<file path="src/hw/pfc_map.vh">
// constants for the parallel flash command controller: operation codes, addresses,
// command bytes and timing figures with their cycle counts at the reference clock.
// assumes a 250 MHz reference clock and an x16 asynchronous nor flash behind the pins.
//
// Functional notes
// - resume a suspended sector or block erase with one write of 30H, any address.
// - chip erase is six writes, the last 10H at 555H; erases to ones.
// - host presents the address being programmed or erased on status reads.
// - reset pin low for the minimum pulse aborts work, returns to array read.
// - host waits reset recovery time after reset release before reading.
// - host reissues a program or erase that a hardware reset interrupted; the controller never reissues one.
// - unlock always on: program needs three-cycle preamble, erase six cycles.
// - on doubtful status, read twice more; accept completion only if both agree.
// - one write of B0H suspends an erase; read mode within about 20 us.
`ifndef PFC_MAP_VH
`define PFC_MAP_VH

// user operation codes
`define PFC_OP_READ 3'h0
`define PFC_OP_PROG 3'h1
`define PFC_OP_SECT 3'h2
`define PFC_OP_BLK 3'h3
`define PFC_OP_CHIP 3'h4
`define PFC_OP_SUSP 3'h5
`define PFC_OP_RESUME 3'h6
`define PFC_OP_HWRST 3'h7

// unlock addresses and bytes, customary standard interface values
`define PFC_UNL_ADDR1 20'h0_0555
`define PFC_UNL_ADDR2 20'h0_02AA
`define PFC_UNL_DATA1 16'h0_0AA
`define PFC_UNL_DATA2 16'h0_055
`define PFC_CMD_PROG 16'h0_0A0
`define PFC_CMD_ERASE 16'h0_080
`define PFC_CMD_SECT 16'h0_050
`define PFC_CMD_BLK 16'h0_030
`define PFC_CMD_CHIP 16'h0_010
`define PFC_CMD_SUSP 16'h0_0B0
`define PFC_CMD_RESUME 16'h0_030

// status bit positions on the data bus
`define PFC_BIT_POLL 7
`define PFC_BIT_TOG1 6
`define PFC_BIT_TOG2 2

// timing figures in ns and derived cycle counts
`define PFC_CLK_NS 4
`define PFC_WE_LOW_NS 5
`define PFC_WE_LOW_CYC ((`PFC_WE_LOW_NS + `PFC_CLK_NS - 1) / `PFC_CLK_NS)
`define PFC_WE_HIGH_NS 20
`define PFC_WE_HIGH_CYC ((`PFC_WE_HIGH_NS + `PFC_CLK_NS - 1) / `PFC_CLK_NS)
`define PFC_RD_NS 100
`define PFC_RD_CYC ((`PFC_RD_NS + `PFC_CLK_NS - 1) / `PFC_CLK_NS)
`define PFC_RD_GAP_CYC 2
`define PFC_SYNC_CYC 2
`define PFC_SETTLE_NS 1000
`define PFC_SETTLE_CYC ((`PFC_SETTLE_NS + `PFC_CLK_NS - 1) / `PFC_CLK_NS)
`define PFC_SUSP_NS 20000
`define PFC_SUSP_CYC ((`PFC_SUSP_NS + `PFC_CLK_NS - 1) / `PFC_CLK_NS)
`define PFC_RST_PULSE_NS 500
`define PFC_RST_PULSE_CYC ((`PFC_RST_PULSE_NS + `PFC_CLK_NS - 1) / `PFC_CLK_NS)
`define PFC_RST_REC_NS 100
`define PFC_RST_REC_CYC ((`PFC_RST_REC_NS + `PFC_CLK_NS - 1) / `PFC_CLK_NS)

`endif

</file>
<file path="src/hw/pfc_ctrl.v">
// host-side controller for an x16 asynchronous nor flash: issues unlocked
// program, erase, suspend, resume, plain reads and hardware reset pulses.
// assumes one 250 MHz clock, a flash wired to the pin ports, and a board-level
// pull-up plus tristate resolution done outside this module.
`timescale 1ns/1ps
`include "pfc_map.vh"

module pfc_ctrl #(
    parameter [15:0] SUSP_CYC = `PFC_SUSP_CYC,
    parameter [15:0] RST_PULSE_CYC = `PFC_RST_PULSE_CYC,
    parameter [15:0] RST_REC_CYC = `PFC_RST_REC_CYC,
    parameter [15:0] SETTLE_CYC = `PFC_SETTLE_CYC
) (
    input wire i_ref_clk,
    input wire i_reset,
    input wire i_req_valid,
    input wire [2:0] i_req_op,
    input wire [19:0] i_req_addr,
    input wire [15:0] i_req_wdata,
    input wire i_boot_protect,
    output wire o_req_ready,
    output reg o_rsp_valid,
    output reg [15:0] o_rsp_rdata,
    output reg o_rsp_aborted,
    output wire o_dev_busy,
    output reg [19:0] o_fl_addr,
    output reg o_fl_ce_n,
    output reg o_fl_oe_n,
    output reg o_fl_we_n,
    output reg o_fl_wp_n,
    output reg o_fl_rst_n,
    output reg [15:0] o_fl_dq,
    output reg o_fl_dq_oe_n,
    input wire [15:0] i_fl_dq,
    input wire i_op_done_out
);

// ----------------------------------------------------------------------------
// states, modes and timing counts
// ----------------------------------------------------------------------------
localparam [2:0] ST_IDLE = 3'h0;
localparam [2:0] ST_WLOW = 3'h1;
localparam [2:0] ST_WHIGH = 3'h2;
localparam [2:0] ST_RLOW = 3'h3;
localparam [2:0] ST_RHIGH = 3'h4;
localparam [2:0] ST_WAIT = 3'h5;
localparam [2:0] ST_RST = 3'h6;

localparam [2:0] M_DATA = 3'h0;
localparam [2:0] M_POLL = 3'h1;
localparam [2:0] M_SETTLE = 3'h2;
localparam [2:0] M_SUSP = 3'h3;
localparam [2:0] M_RST = 3'h4;

localparam [15:0] WE_LOW_CYC = `PFC_WE_LOW_CYC;
localparam [15:0] WE_HIGH_CYC = `PFC_WE_HIGH_CYC;
localparam [15:0] RD_LOW_CYC = `PFC_RD_CYC + `PFC_SYNC_CYC;
localparam [15:0] RD_GAP_CYC = `PFC_RD_GAP_CYC;

reg [2:0] state;
reg [2:0] mode;
reg [15:0] cnt;
reg [2:0] step;
reg [2:0] op;
reg [19:0] op_addr;
reg [15:0] op_wdata;
reg running;
reg have_prev;
reg prev_tog;
reg [1:0] agree;
reg [15:0] dq_s1;
reg [15:0] dq_s2;
reg done_s1;
reg done_s2;

// ----------------------------------------------------------------------------
// command script: address and data of each write cycle
// ----------------------------------------------------------------------------
// unlock preamble always leads program and erase; erase repeats it once
function [35:0] pfc_seq;
    input [2:0] f_op;
    input [2:0] f_idx;
    input [19:0] f_addr;
    input [15:0] f_wdata;
    reg [15:0] erase_cmd;
    reg [19:0] erase_addr;
    begin
        erase_cmd = (f_op == `PFC_OP_SECT) ? `PFC_CMD_SECT :
                    (f_op == `PFC_OP_BLK) ? `PFC_CMD_BLK : `PFC_CMD_CHIP;
        erase_addr = (f_op == `PFC_OP_CHIP) ? `PFC_UNL_ADDR1 : f_addr;
        case (f_idx)
            3'h0: pfc_seq = {`PFC_UNL_ADDR1, `PFC_UNL_DATA1};
            3'h1: pfc_seq = {`PFC_UNL_ADDR2, `PFC_UNL_DATA2};
            3'h2: pfc_seq = (f_op == `PFC_OP_PROG) ? {`PFC_UNL_ADDR1, `PFC_CMD_PROG}
                                                   : {`PFC_UNL_ADDR1, `PFC_CMD_ERASE};
            3'h3: pfc_seq = (f_op == `PFC_OP_PROG) ? {f_addr, f_wdata}
                                                   : {`PFC_UNL_ADDR1, `PFC_UNL_DATA1};
            3'h4: pfc_seq = {`PFC_UNL_ADDR2, `PFC_UNL_DATA2};
            default: pfc_seq = {erase_addr, erase_cmd};
        endcase
    end
endfunction

// index of the last write cycle of each operation
function [2:0] pfc_last;
    input [2:0] f_op;
    begin
        case (f_op)
            `PFC_OP_PROG: pfc_last = 3'h3;
            `PFC_OP_SECT, `PFC_OP_BLK, `PFC_OP_CHIP: pfc_last = 3'h5;
            default: pfc_last = 3'h0;
        endcase
    end
endfunction

wire [35:0] seq_word = pfc_seq(op, step, op_addr, op_wdata);
wire [35:0] susp_word = {op_addr, (op == `PFC_OP_SUSP) ? `PFC_CMD_SUSP : `PFC_CMD_RESUME};
wire [35:0] wr_word = (op == `PFC_OP_SUSP || op == `PFC_OP_RESUME) ? susp_word : seq_word;
wire [35:0] first_word = (i_req_op == `PFC_OP_SUSP) ? {i_req_addr, `PFC_CMD_SUSP} :
                         (i_req_op == `PFC_OP_RESUME) ? {i_req_addr, `PFC_CMD_RESUME} :
                         {`PFC_UNL_ADDR1, `PFC_UNL_DATA1};
wire [35:0] next_word = pfc_seq(op, step + 3'h1, op_addr, op_wdata);

// ----------------------------------------------------------------------------
// pin input synchronisers
// ----------------------------------------------------------------------------
// data bus and the open-drain ready pin come from outside the clock domain
always @(posedge i_ref_clk)
begin
    dq_s1 <= i_fl_dq;
    dq_s2 <= dq_s1;
    done_s1 <= i_op_done_out;
    done_s2 <= done_s1;
end

// low on the pulled-up pin means the flash is still working
assign o_dev_busy = ~done_s2;
assign o_req_ready = (state == ST_IDLE);

// ----------------------------------------------------------------------------
// sequencer
// ----------------------------------------------------------------------------
// pins are registered so no strobe glitches shorter than a clock reach the part
always @(posedge i_ref_clk)
begin
    if (i_reset)
    begin
        state <= ST_IDLE;
        mode <= M_DATA;
        cnt <= 16'h0000;
        step <= 3'h0;
        op <= `PFC_OP_READ;
        op_addr <= 20'h0_0000;
        op_wdata <= 16'h0000;
        running <= 1'b0;
        have_prev <= 1'b0;
        prev_tog <= 1'b0;
        agree <= 2'h0;
        o_rsp_valid <= 1'b0;
        o_rsp_rdata <= 16'h0000;
        o_rsp_aborted <= 1'b0;
        o_fl_addr <= 20'h0_0000;
        o_fl_ce_n <= 1'b1;
        o_fl_oe_n <= 1'b1;
        o_fl_we_n <= 1'b1;
        o_fl_wp_n <= 1'b1;
        o_fl_rst_n <= 1'b1;
        o_fl_dq <= 16'h0000;
        o_fl_dq_oe_n <= 1'b1;
    end
    else
    begin
        o_rsp_valid <= 1'b0;
        case (state)
            ST_IDLE:
            begin
                if (i_req_valid)
                begin
                    op <= i_req_op;
                    op_addr <= i_req_addr;
                    op_wdata <= i_req_wdata;
                    step <= 3'h0;
                    o_rsp_aborted <= 1'b0;
                    // held from here to the end so the part sees it static
                    o_fl_wp_n <= ~i_boot_protect;
                    if (i_req_op == `PFC_OP_READ)
                    begin
                        mode <= M_DATA;
                        state <= ST_RLOW;
                        cnt <= RD_LOW_CYC - 16'h0001;
                        o_fl_addr <= i_req_addr;
                        o_fl_ce_n <= 1'b0;
                        o_fl_oe_n <= 1'b0;
                    end
                    else if (i_req_op == `PFC_OP_HWRST)
                    begin
                        state <= ST_RST;
                        cnt <= RST_PULSE_CYC - 16'h0001;
                        o_fl_rst_n <= 1'b0;
                        // tell the user the interrupted job must be redone
                        o_rsp_aborted <= running;
                        running <= 1'b0;
                    end
                    else
                    begin
                        state <= ST_WLOW;
                        cnt <= WE_LOW_CYC - 16'h0001;
                        o_fl_addr <= first_word[35:16];
                        o_fl_dq <= first_word[15:0];
                        o_fl_dq_oe_n <= 1'b0;
                        o_fl_ce_n <= 1'b0;
                        o_fl_we_n <= 1'b0;
                    end
                end
            end
            ST_WLOW:
            begin
                // low time never shorter than the glitch filter of the part
                if (cnt == 16'h0000)
                begin
                    state <= ST_WHIGH;
                    cnt <= WE_HIGH_CYC - 16'h0001;
                    o_fl_we_n <= 1'b1;
                    o_fl_ce_n <= 1'b1;
                end
                else
                    cnt <= cnt - 16'h0001;
            end
            ST_WHIGH:
            begin
                if (cnt != 16'h0000)
                    cnt <= cnt - 16'h0001;
                else if (step != pfc_last(op))
                begin
                    step <= step + 3'h1;
                    state <= ST_WLOW;
                    cnt <= WE_LOW_CYC - 16'h0001;
                    o_fl_addr <= next_word[35:16];
                    o_fl_dq <= next_word[15:0];
                    o_fl_ce_n <= 1'b0;
                    o_fl_we_n <= 1'b0;
                end
                else
                begin
                    o_fl_dq_oe_n <= 1'b1;
                    case (op)
                        `PFC_OP_SUSP:
                        begin
                            mode <= M_SUSP;
                            state <= ST_WAIT;
                            cnt <= SUSP_CYC - 16'h0001;
                        end
                        `PFC_OP_RESUME:
                        begin
                            state <= ST_IDLE;
                            o_rsp_valid <= 1'b1;
                        end
                        default:
                        begin
                            // last strobe is up: status is valid from here
                            running <= 1'b1;
                            mode <= M_POLL;
                            have_prev <= 1'b0;
                            agree <= 2'h0;
                            state <= ST_RLOW;
                            cnt <= RD_LOW_CYC - 16'h0001;
                            o_fl_addr <= op_addr;
                            o_fl_ce_n <= 1'b0;
                            o_fl_oe_n <= 1'b0;
                        end
                    endcase
                end
            end
            ST_RLOW:
            begin
                if (cnt == 16'h0000)
                begin
                    o_rsp_rdata <= dq_s2;
                    state <= ST_RHIGH;
                    cnt <= RD_GAP_CYC - 16'h0001;
                    o_fl_ce_n <= 1'b1;
                    o_fl_oe_n <= 1'b1;
                end
                else
                    cnt <= cnt - 16'h0001;
            end
            ST_RHIGH:
            begin
                if (cnt != 16'h0000)
                    cnt <= cnt - 16'h0001;
                else if (mode == M_DATA)
                begin
                    state <= ST_IDLE;
                    o_rsp_valid <= 1'b1;
                end
                else
                begin
                    // a flip means still busy; two further equal reads confirm the end
                    prev_tog <= o_rsp_rdata[`PFC_BIT_TOG1];
                    have_prev <= 1'b1;
                    if (have_prev && o_rsp_rdata[`PFC_BIT_TOG1] == prev_tog && agree == 2'h1)
                    begin
                        running <= 1'b0;
                        mode <= M_SETTLE;
                        state <= ST_WAIT;
                        cnt <= SETTLE_CYC - 16'h0001;
                    end
                    else
                    begin
                        if (have_prev && o_rsp_rdata[`PFC_BIT_TOG1] == prev_tog)
                            agree <= agree + 2'h1;
                        else
                            agree <= 2'h0;
                        state <= ST_RLOW;
                        cnt <= RD_LOW_CYC - 16'h0001;
                        o_fl_ce_n <= 1'b0;
                        o_fl_oe_n <= 1'b0;
                    end
                end
            end
            ST_WAIT:
            begin
                if (cnt != 16'h0000)
                    cnt <= cnt - 16'h0001;
                else if (mode == M_SETTLE)
                begin
                    // final read returns the whole settled word
                    mode <= M_DATA;
                    state <= ST_RLOW;
                    cnt <= RD_LOW_CYC - 16'h0001;
                    o_fl_ce_n <= 1'b0;
                    o_fl_oe_n <= 1'b0;
                end
                else
                begin
                    state <= ST_IDLE;
                    o_rsp_valid <= 1'b1;
                end
            end
            ST_RST:
            begin
                if (cnt == 16'h0000)
                begin
                    o_fl_rst_n <= 1'b1;
                    mode <= M_RST;
                    state <= ST_WAIT;
                    cnt <= RST_REC_CYC - 16'h0001;
                end
                else
                    cnt <= cnt - 16'h0001;
            end
            default:
                state <= ST_IDLE;
        endcase
    end
end

endmodule // pfc_ctrl

</file>
<file path="config.mk">
export PLATFORM = sky130hd
export DESIGN_NAME = pfc_ctrl
export DESIGN_NICKNAME = d
export VERILOG_FILES = /design/src/hw/pfc_ctrl.v
export VERILOG_INCLUDE_DIRS = /design/src /design/src/hw
export SDC_FILE = /design/constraint.sdc
export NUM_CORES = 1
export LEC_CHECK = 0
export BUFFER_PORTS_ARGS = -buffer_cell sky130_fd_sc_hd__buf_4
export CORE_MARGIN = 4
export CORE_UTILIZATION = 56
export CTS_CLUSTER_DIAMETER = 120
export CTS_CLUSTER_SIZE = 20
export DETAILED_ROUTE_END_ITERATION = 12
export HOLD_SLACK_MARGIN = 0.06
export PLACE_DENSITY = 0.79
export SLEW_MARGIN = 0
export SYNTH_ARGS = -nofsm -noshare
export SYNTH_HDL_FRONTEND = slang
export SYNTH_SLANG_ARGS = --single-unit
</file>
<file path="constraint.sdc">
create_clock -name i_ref_clk -period 3.08 [get_ports i_ref_clk]
set_input_delay 0.154 -clock i_ref_clk [delete_from_list [all_inputs] [get_ports i_ref_clk]]
set_output_delay 0.154 -clock i_ref_clk [all_outputs]
set_load 0.1 [all_outputs]
</file>
# --- Word-level counts from Yosys, hierarchy flattened ---
# Index checks and enable logic that the tools add are counted.
totals:
  output_inout_bits: 62
  in_bits: 60
  word_cells: 247
  reg_bits: 163
classes:
  eq_ne: 48
  reduce_logical: 38
  add_sub_neg: 3
  bitwise: 4
  muxes: 128
op_table:
  columns: ["op", "n"]
  rows:
  - ["$mux 16", 15]
  - ["$pmux 36 s4", 1]
  - ["$mux 20", 7]
  - ["$pmux 16 s7", 1]
  - ["$mux 36", 3]
  - ["$mux 3", 27]
  - ["$pmux 16 s2", 2]
  - ["$mux 1", 42]
  - ["$pmux 20 s2", 1]
  - ["$ne 2x2->1 const B", 17]
  - ["$eq 3x3->1 const B", 10]
  - ["$pmux 3 s2", 4]
  - ["$reduce_and 12->1", 2]
  - ["$eq 3x2->1 const B", 7]
  - ["$mux 7", 3]
  - ["$pmux 3 s7", 1]
  - ["$reduce_and 7->1", 3]
  - ["$reduce_and 6->1", 3]
  - ["$logic_not 16->1", 1]
  - ["$mux 2", 8]
  - ["$reduce_bool 16->1", 1]
  - ["$sub 16x1->16 const B", 1]
  - ["$pmux 3 s5", 1]
  - ["$reduce_and 5->1", 3]
  - ["29 further kinds", 57]

# --- Logic depth before layout (Yosys ltp) ---
depth:
  ltp_word: 10
  depth_mapped: 11
  mapped_depth_nobuf: 8

# --- Least setup slack after synthesis ---
# OpenSTA, ideal clock, no wires.
synth_path:
  path_type: "register -> register"
  start: "reg step[1]"
  end: "reg o_fl_addr[15]"
  path_slack_ns: 0.479
  path_stages_with_launch: 10
  arrival_time_ns: 2.513
  cell_sequence: "dfxtp_1 ha_1 ha_1 or4_1 a21oi_1 o21ai_0 nand3_1 clkbuf_1 nand3_1 a311oi_2"
synth_between:
  elab_chain_cells: 7
synth_lines:
  columns: ["item", "line", "rtl"]
  rows:
  - ["start, declared", "pfc_ctrl.v:63", "reg [2:0] step;"]
  - ["start signal, assigned", "pfc_ctrl.v:235", "step <= step + 3'h1;"]
  - ["$add 3x1->3", "pfc_ctrl.v:122", "wire [35:0] next_word = pfc_seq(op, step + 3'h1, op_addr, op_wdata);"]
  - ["$eq 3x3->1 or $eq 3x1->1 (tied branches)", "pfc_ctrl.v:91", "case (f_idx)"]
  - ["$reduce_or 2->1 (no line)", null, null]
  - ["$pmux 36 s4", "pfc_ctrl.v:91", null]
  - ["$mux 20", "pfc_ctrl.v:233", "else if (step != pfc_last(op))"]
  - ["$mux 20", "pfc_ctrl.v:231", "if (cnt != 16'h0000)"]
  - ["$pmux 20 s2", "pfc_ctrl.v:174", "case (state)"]
  - ["end signal, assigned", "pfc_ctrl.v:191", "o_fl_addr <= i_req_addr;"]
  - ["end signal, assigned", "pfc_ctrl.v:208", "o_fl_addr <= first_word[35:16];"]
  - ["end signal, assigned", "pfc_ctrl.v:238", "o_fl_addr <= next_word[35:16];"]
  - ["end, declared", "pfc_ctrl.v:26", "output reg [19:0] o_fl_addr,"]
# Parallel ways exist; a longest one is shown, timed or not. The select of a mux whose other input is x is not followed.
# A chain may end at the register's enable or synchronous reset.

# --- Worst setup path in the final report ---
layout_path:
  start: "reg step[1]"
  end: "reg o_fl_addr[3]"
# The elaborated chain is that of the path after synthesis.

==> metrics.txt <==
outcome=completed; FMAX=353 MHz; EDFF count, synth=0; Switch Pwr=4.81 mW; critical path class=reg2reg; sw frac=48.5%; top cells by count, synth=170 x nand2_1, 163 x dfxtp_1, 95 x a21oi_1, 83 x nor2_1, 45 x clkbuf_1; CTS HTree Levels=4; Worst Max-Slew Pin Slew=1.10 ns; internal power=5.10 mW; ranking of synthesized cells by area=dfxtp_1 46%, nand2_1 9.0%, a21oi_1 6.7%; DRC Markers=0; CTS tree=built; clk slew on worst S/H paths=0.07 ns; largest net degree at the start of global routing=69; Critical Path Source Type=flop; sequential share of power=28.9%; Placer Congestion=1.00; Area Growth Syn to Fin=30.6%; initial core utilization=58.4%; post-CTS setup buffer count=0; gr usage total=27.8%; ys async rst share=0%; Crit Path Max Fanout=14; CTS sink cnt=163; unrepaired setup endpoints after global routing=false; Seq/Total Area, Yosys=45.8%; Distinct cells, synth=70; cell area power density=1060 nW/um2; Routed WL=20.3 mm; Arrival @ worst endpoint=3.15 ns; final hold viol count=0; DRT Pass-1 Iters=5; CP required=3.40 ns; leakage power=3.71 nW; Slew headroom=26.5%; die area=14600 um2; DP HPWL=12.6 mm; core box area=12200 um2; routed len/inst=16.7 um; final net count=1106; Hold Crit Class=in2reg; syn_area_per_cell=8.11 um2; Die Y=121 um; CTS max path bufs=2; clock share of power=20.4%; global routing's busiest layer=met2; cell taking the most area after synthesis=dfxtp_1; post-synthesis cell count=879; fin crit period=2.84 ns; fin. max-slew vios=0; Setup TNS=0 ns; Die X=121 um; Antenna diodes=0; DRT iter0 DRCs=731; via count=7065; met1 usage=36.3%; Ys Warns=0; antenna-violating nets left=0; clk_lat worst skew=0.43 ns; Std-Cell Rows=40; maximum vdd ir drop=0.709 mV; share of the synthesized area in the top cell type=45.8%; pre-CTS setup slack=0.362 ns; Tcrit/Tclk final=92.1%; met2 Usage GRT=45.2%; drt via density=5.79; first-pass GRT wire length=33.0 mm; Worst Setup End Kind=flop; Total Power=9.90 mW; Max Cap Viol=0; CTS buffer count=17; worst setup margin=0.244 ns; gr ovfl total=0; layout cells sized above 1=19.4%; Top Ports=122; Yosys reg bits=163; PortBufs=121; grt met3 use=6.13%; Mapped Nets=946; Cell Area, Synth=7130 um2; Setup Skew=0.0105 ns; most frequent cell after synthesis=nand2_1; CTS root buf=clkbuf_16; initial antenna violation count=0; Primary FF master, synth=dfxtp_1; vias in the first global route=6741; final setup vio count=0; Comb power frac=50.7%
sequential cells by signal (all words and copies together) (netlist names), 2 cells and up:
name and count:
o_rsp_rdata 16, dq_s1 16, o_fl_addr 20, op 3, o_fl_dq 16, cnt 16, state 3, step 3
op_wdata 16, dq_s2 16, agree 2, op_addr 20, mode 3
layout by cell type (no fill, tap or decap), types with 5 or more instances in the layout:
master / synthesis / routed
nand2_1: 170 / 170
dfxtp_1: 163 / 163
buf_4: 1 / 144
a21oi_1: 95 / 94
nor2_1: 83 / 83
dlygate4sd3_1: 0 / 57
o21ai_0: 32 / 32
nand3_1: 22 / 22
a211oi_1: 21 / 21
nor3_1: 21 / 20
clkbuf_16: 0 / 17
inv_1: 15 / 15
nand2b_1: 10 / 10
nor3b_1: 10 / 10
a311oi_1: 10 / 10
a31oi_1: 9 / 9
a31o_2: 9 / 9
or3_1: 8 / 8
nor4_1: 8 / 8
mux2i_1: 8 / 8
nor2b_1: 7 / 7
o21a_1: 7 / 7
and2_1: 7 / 7
a32oi_1: 7 / 7
o21bai_1: 7 / 7
ha_1: 7 / 7
and3_1: 5 / 5
per-stage QoR:
stage               instances  util (%)  cell area (um2)  hold WS (ns)
floorplan                 879         -             7130         0.182
global placement         1131      66.9             8170         0.258
detailed placement       1131      66.9             8170         0.259
CTS                      1220      76.2             9310         0.211
global route             1220      76.3             9310         0.257
finish                   1220      76.3             9310         0.232
layer usage:
metal | vias to the layer above | part of all wire [%]
met3 | 48 | 6.2
li1 | 3424 | -
met2 | 275 | 48
met1 | 3318 | 44
met5 | - | 0
met4 | 0 | 2.1
final timing paths:
kind,endpoint,startpoint,cells after the start,slack [ns]
setup / recovery,o_fl_addr[3]$_SDFFE_PP0P_,step[1]$_SDFFE_PP0P_,9,0.24
hold / removal,prev_tog$_SDFFE_PP0P_,i_reset,2,0.23
setup reg to reg,o_fl_addr[3]$_SDFFE_PP0P_,step[1]$_SDFFE_PP0P_,9,0.24
hold reg to reg,dq_s2[4]$_DFF_P_,dq_s1[4]$_DFF_P_,0,0.32
worst max-delay path, cell delays in order, from the launching register on:
cell and delay [ns]:
dfxtp_1 0.50, ha_1 0.25, ha_1 0.30, or4_1 0.46, a21oi_2 0.25, o21ai_0 0.12, nand3_1 0.12, buf_4 0.23
a32oi_1 0.12, a211oi_1 0.37
logic make-up (layout without fill, tap and decap cells):
group,count (synthesis),after routing,synth area share [%]
DFF,163,163,45.8
buffers and inverters,77,250,4.48
and+or+nand+nor,376,376,24.2
xor gates and xnor gates,5,5,0.614
muxes,8,8,1.12
AOI/OAI and AO/OA,243,243,22.6
adders and majority gates,7,7,1.23
repair_timing:
action                                  in CTS  in global routing
gates resized for setup                      0                  1
hold buffers                                57                  0
endpoints found under the setup margin       0                  1
endpoints found under the hold margin       66                  0
power by group through the flow:
stage,registers [mW],logic (mW),clock network [mW]
2_1_floorplan,4.01,2.53,0
3_3_place_gp,2.88,4.81,0
3_5_place_dp,2.89,4.85,0
4_1_cts,2.85,4.94,2.04
5_1_grt,2.91,5.38,2.13
6_report,2.86,5.02,2.02
cell type report:
| cell class | instances | area (um2) |
|---|---|---|
| flip-flops and latches | 163 | 3260 |
| clock inverters | 12 | 113 |
| clock buffers | 20 | 457 |
| multi-input cells | 639 | 3560 |
| repair buffers | 201 | 1650 |
| well taps | 168 | 210 |
| fillers | 906 | 2900 |
| inverters | 17 | 63.8 |
(Power assumes the default switching activity.)
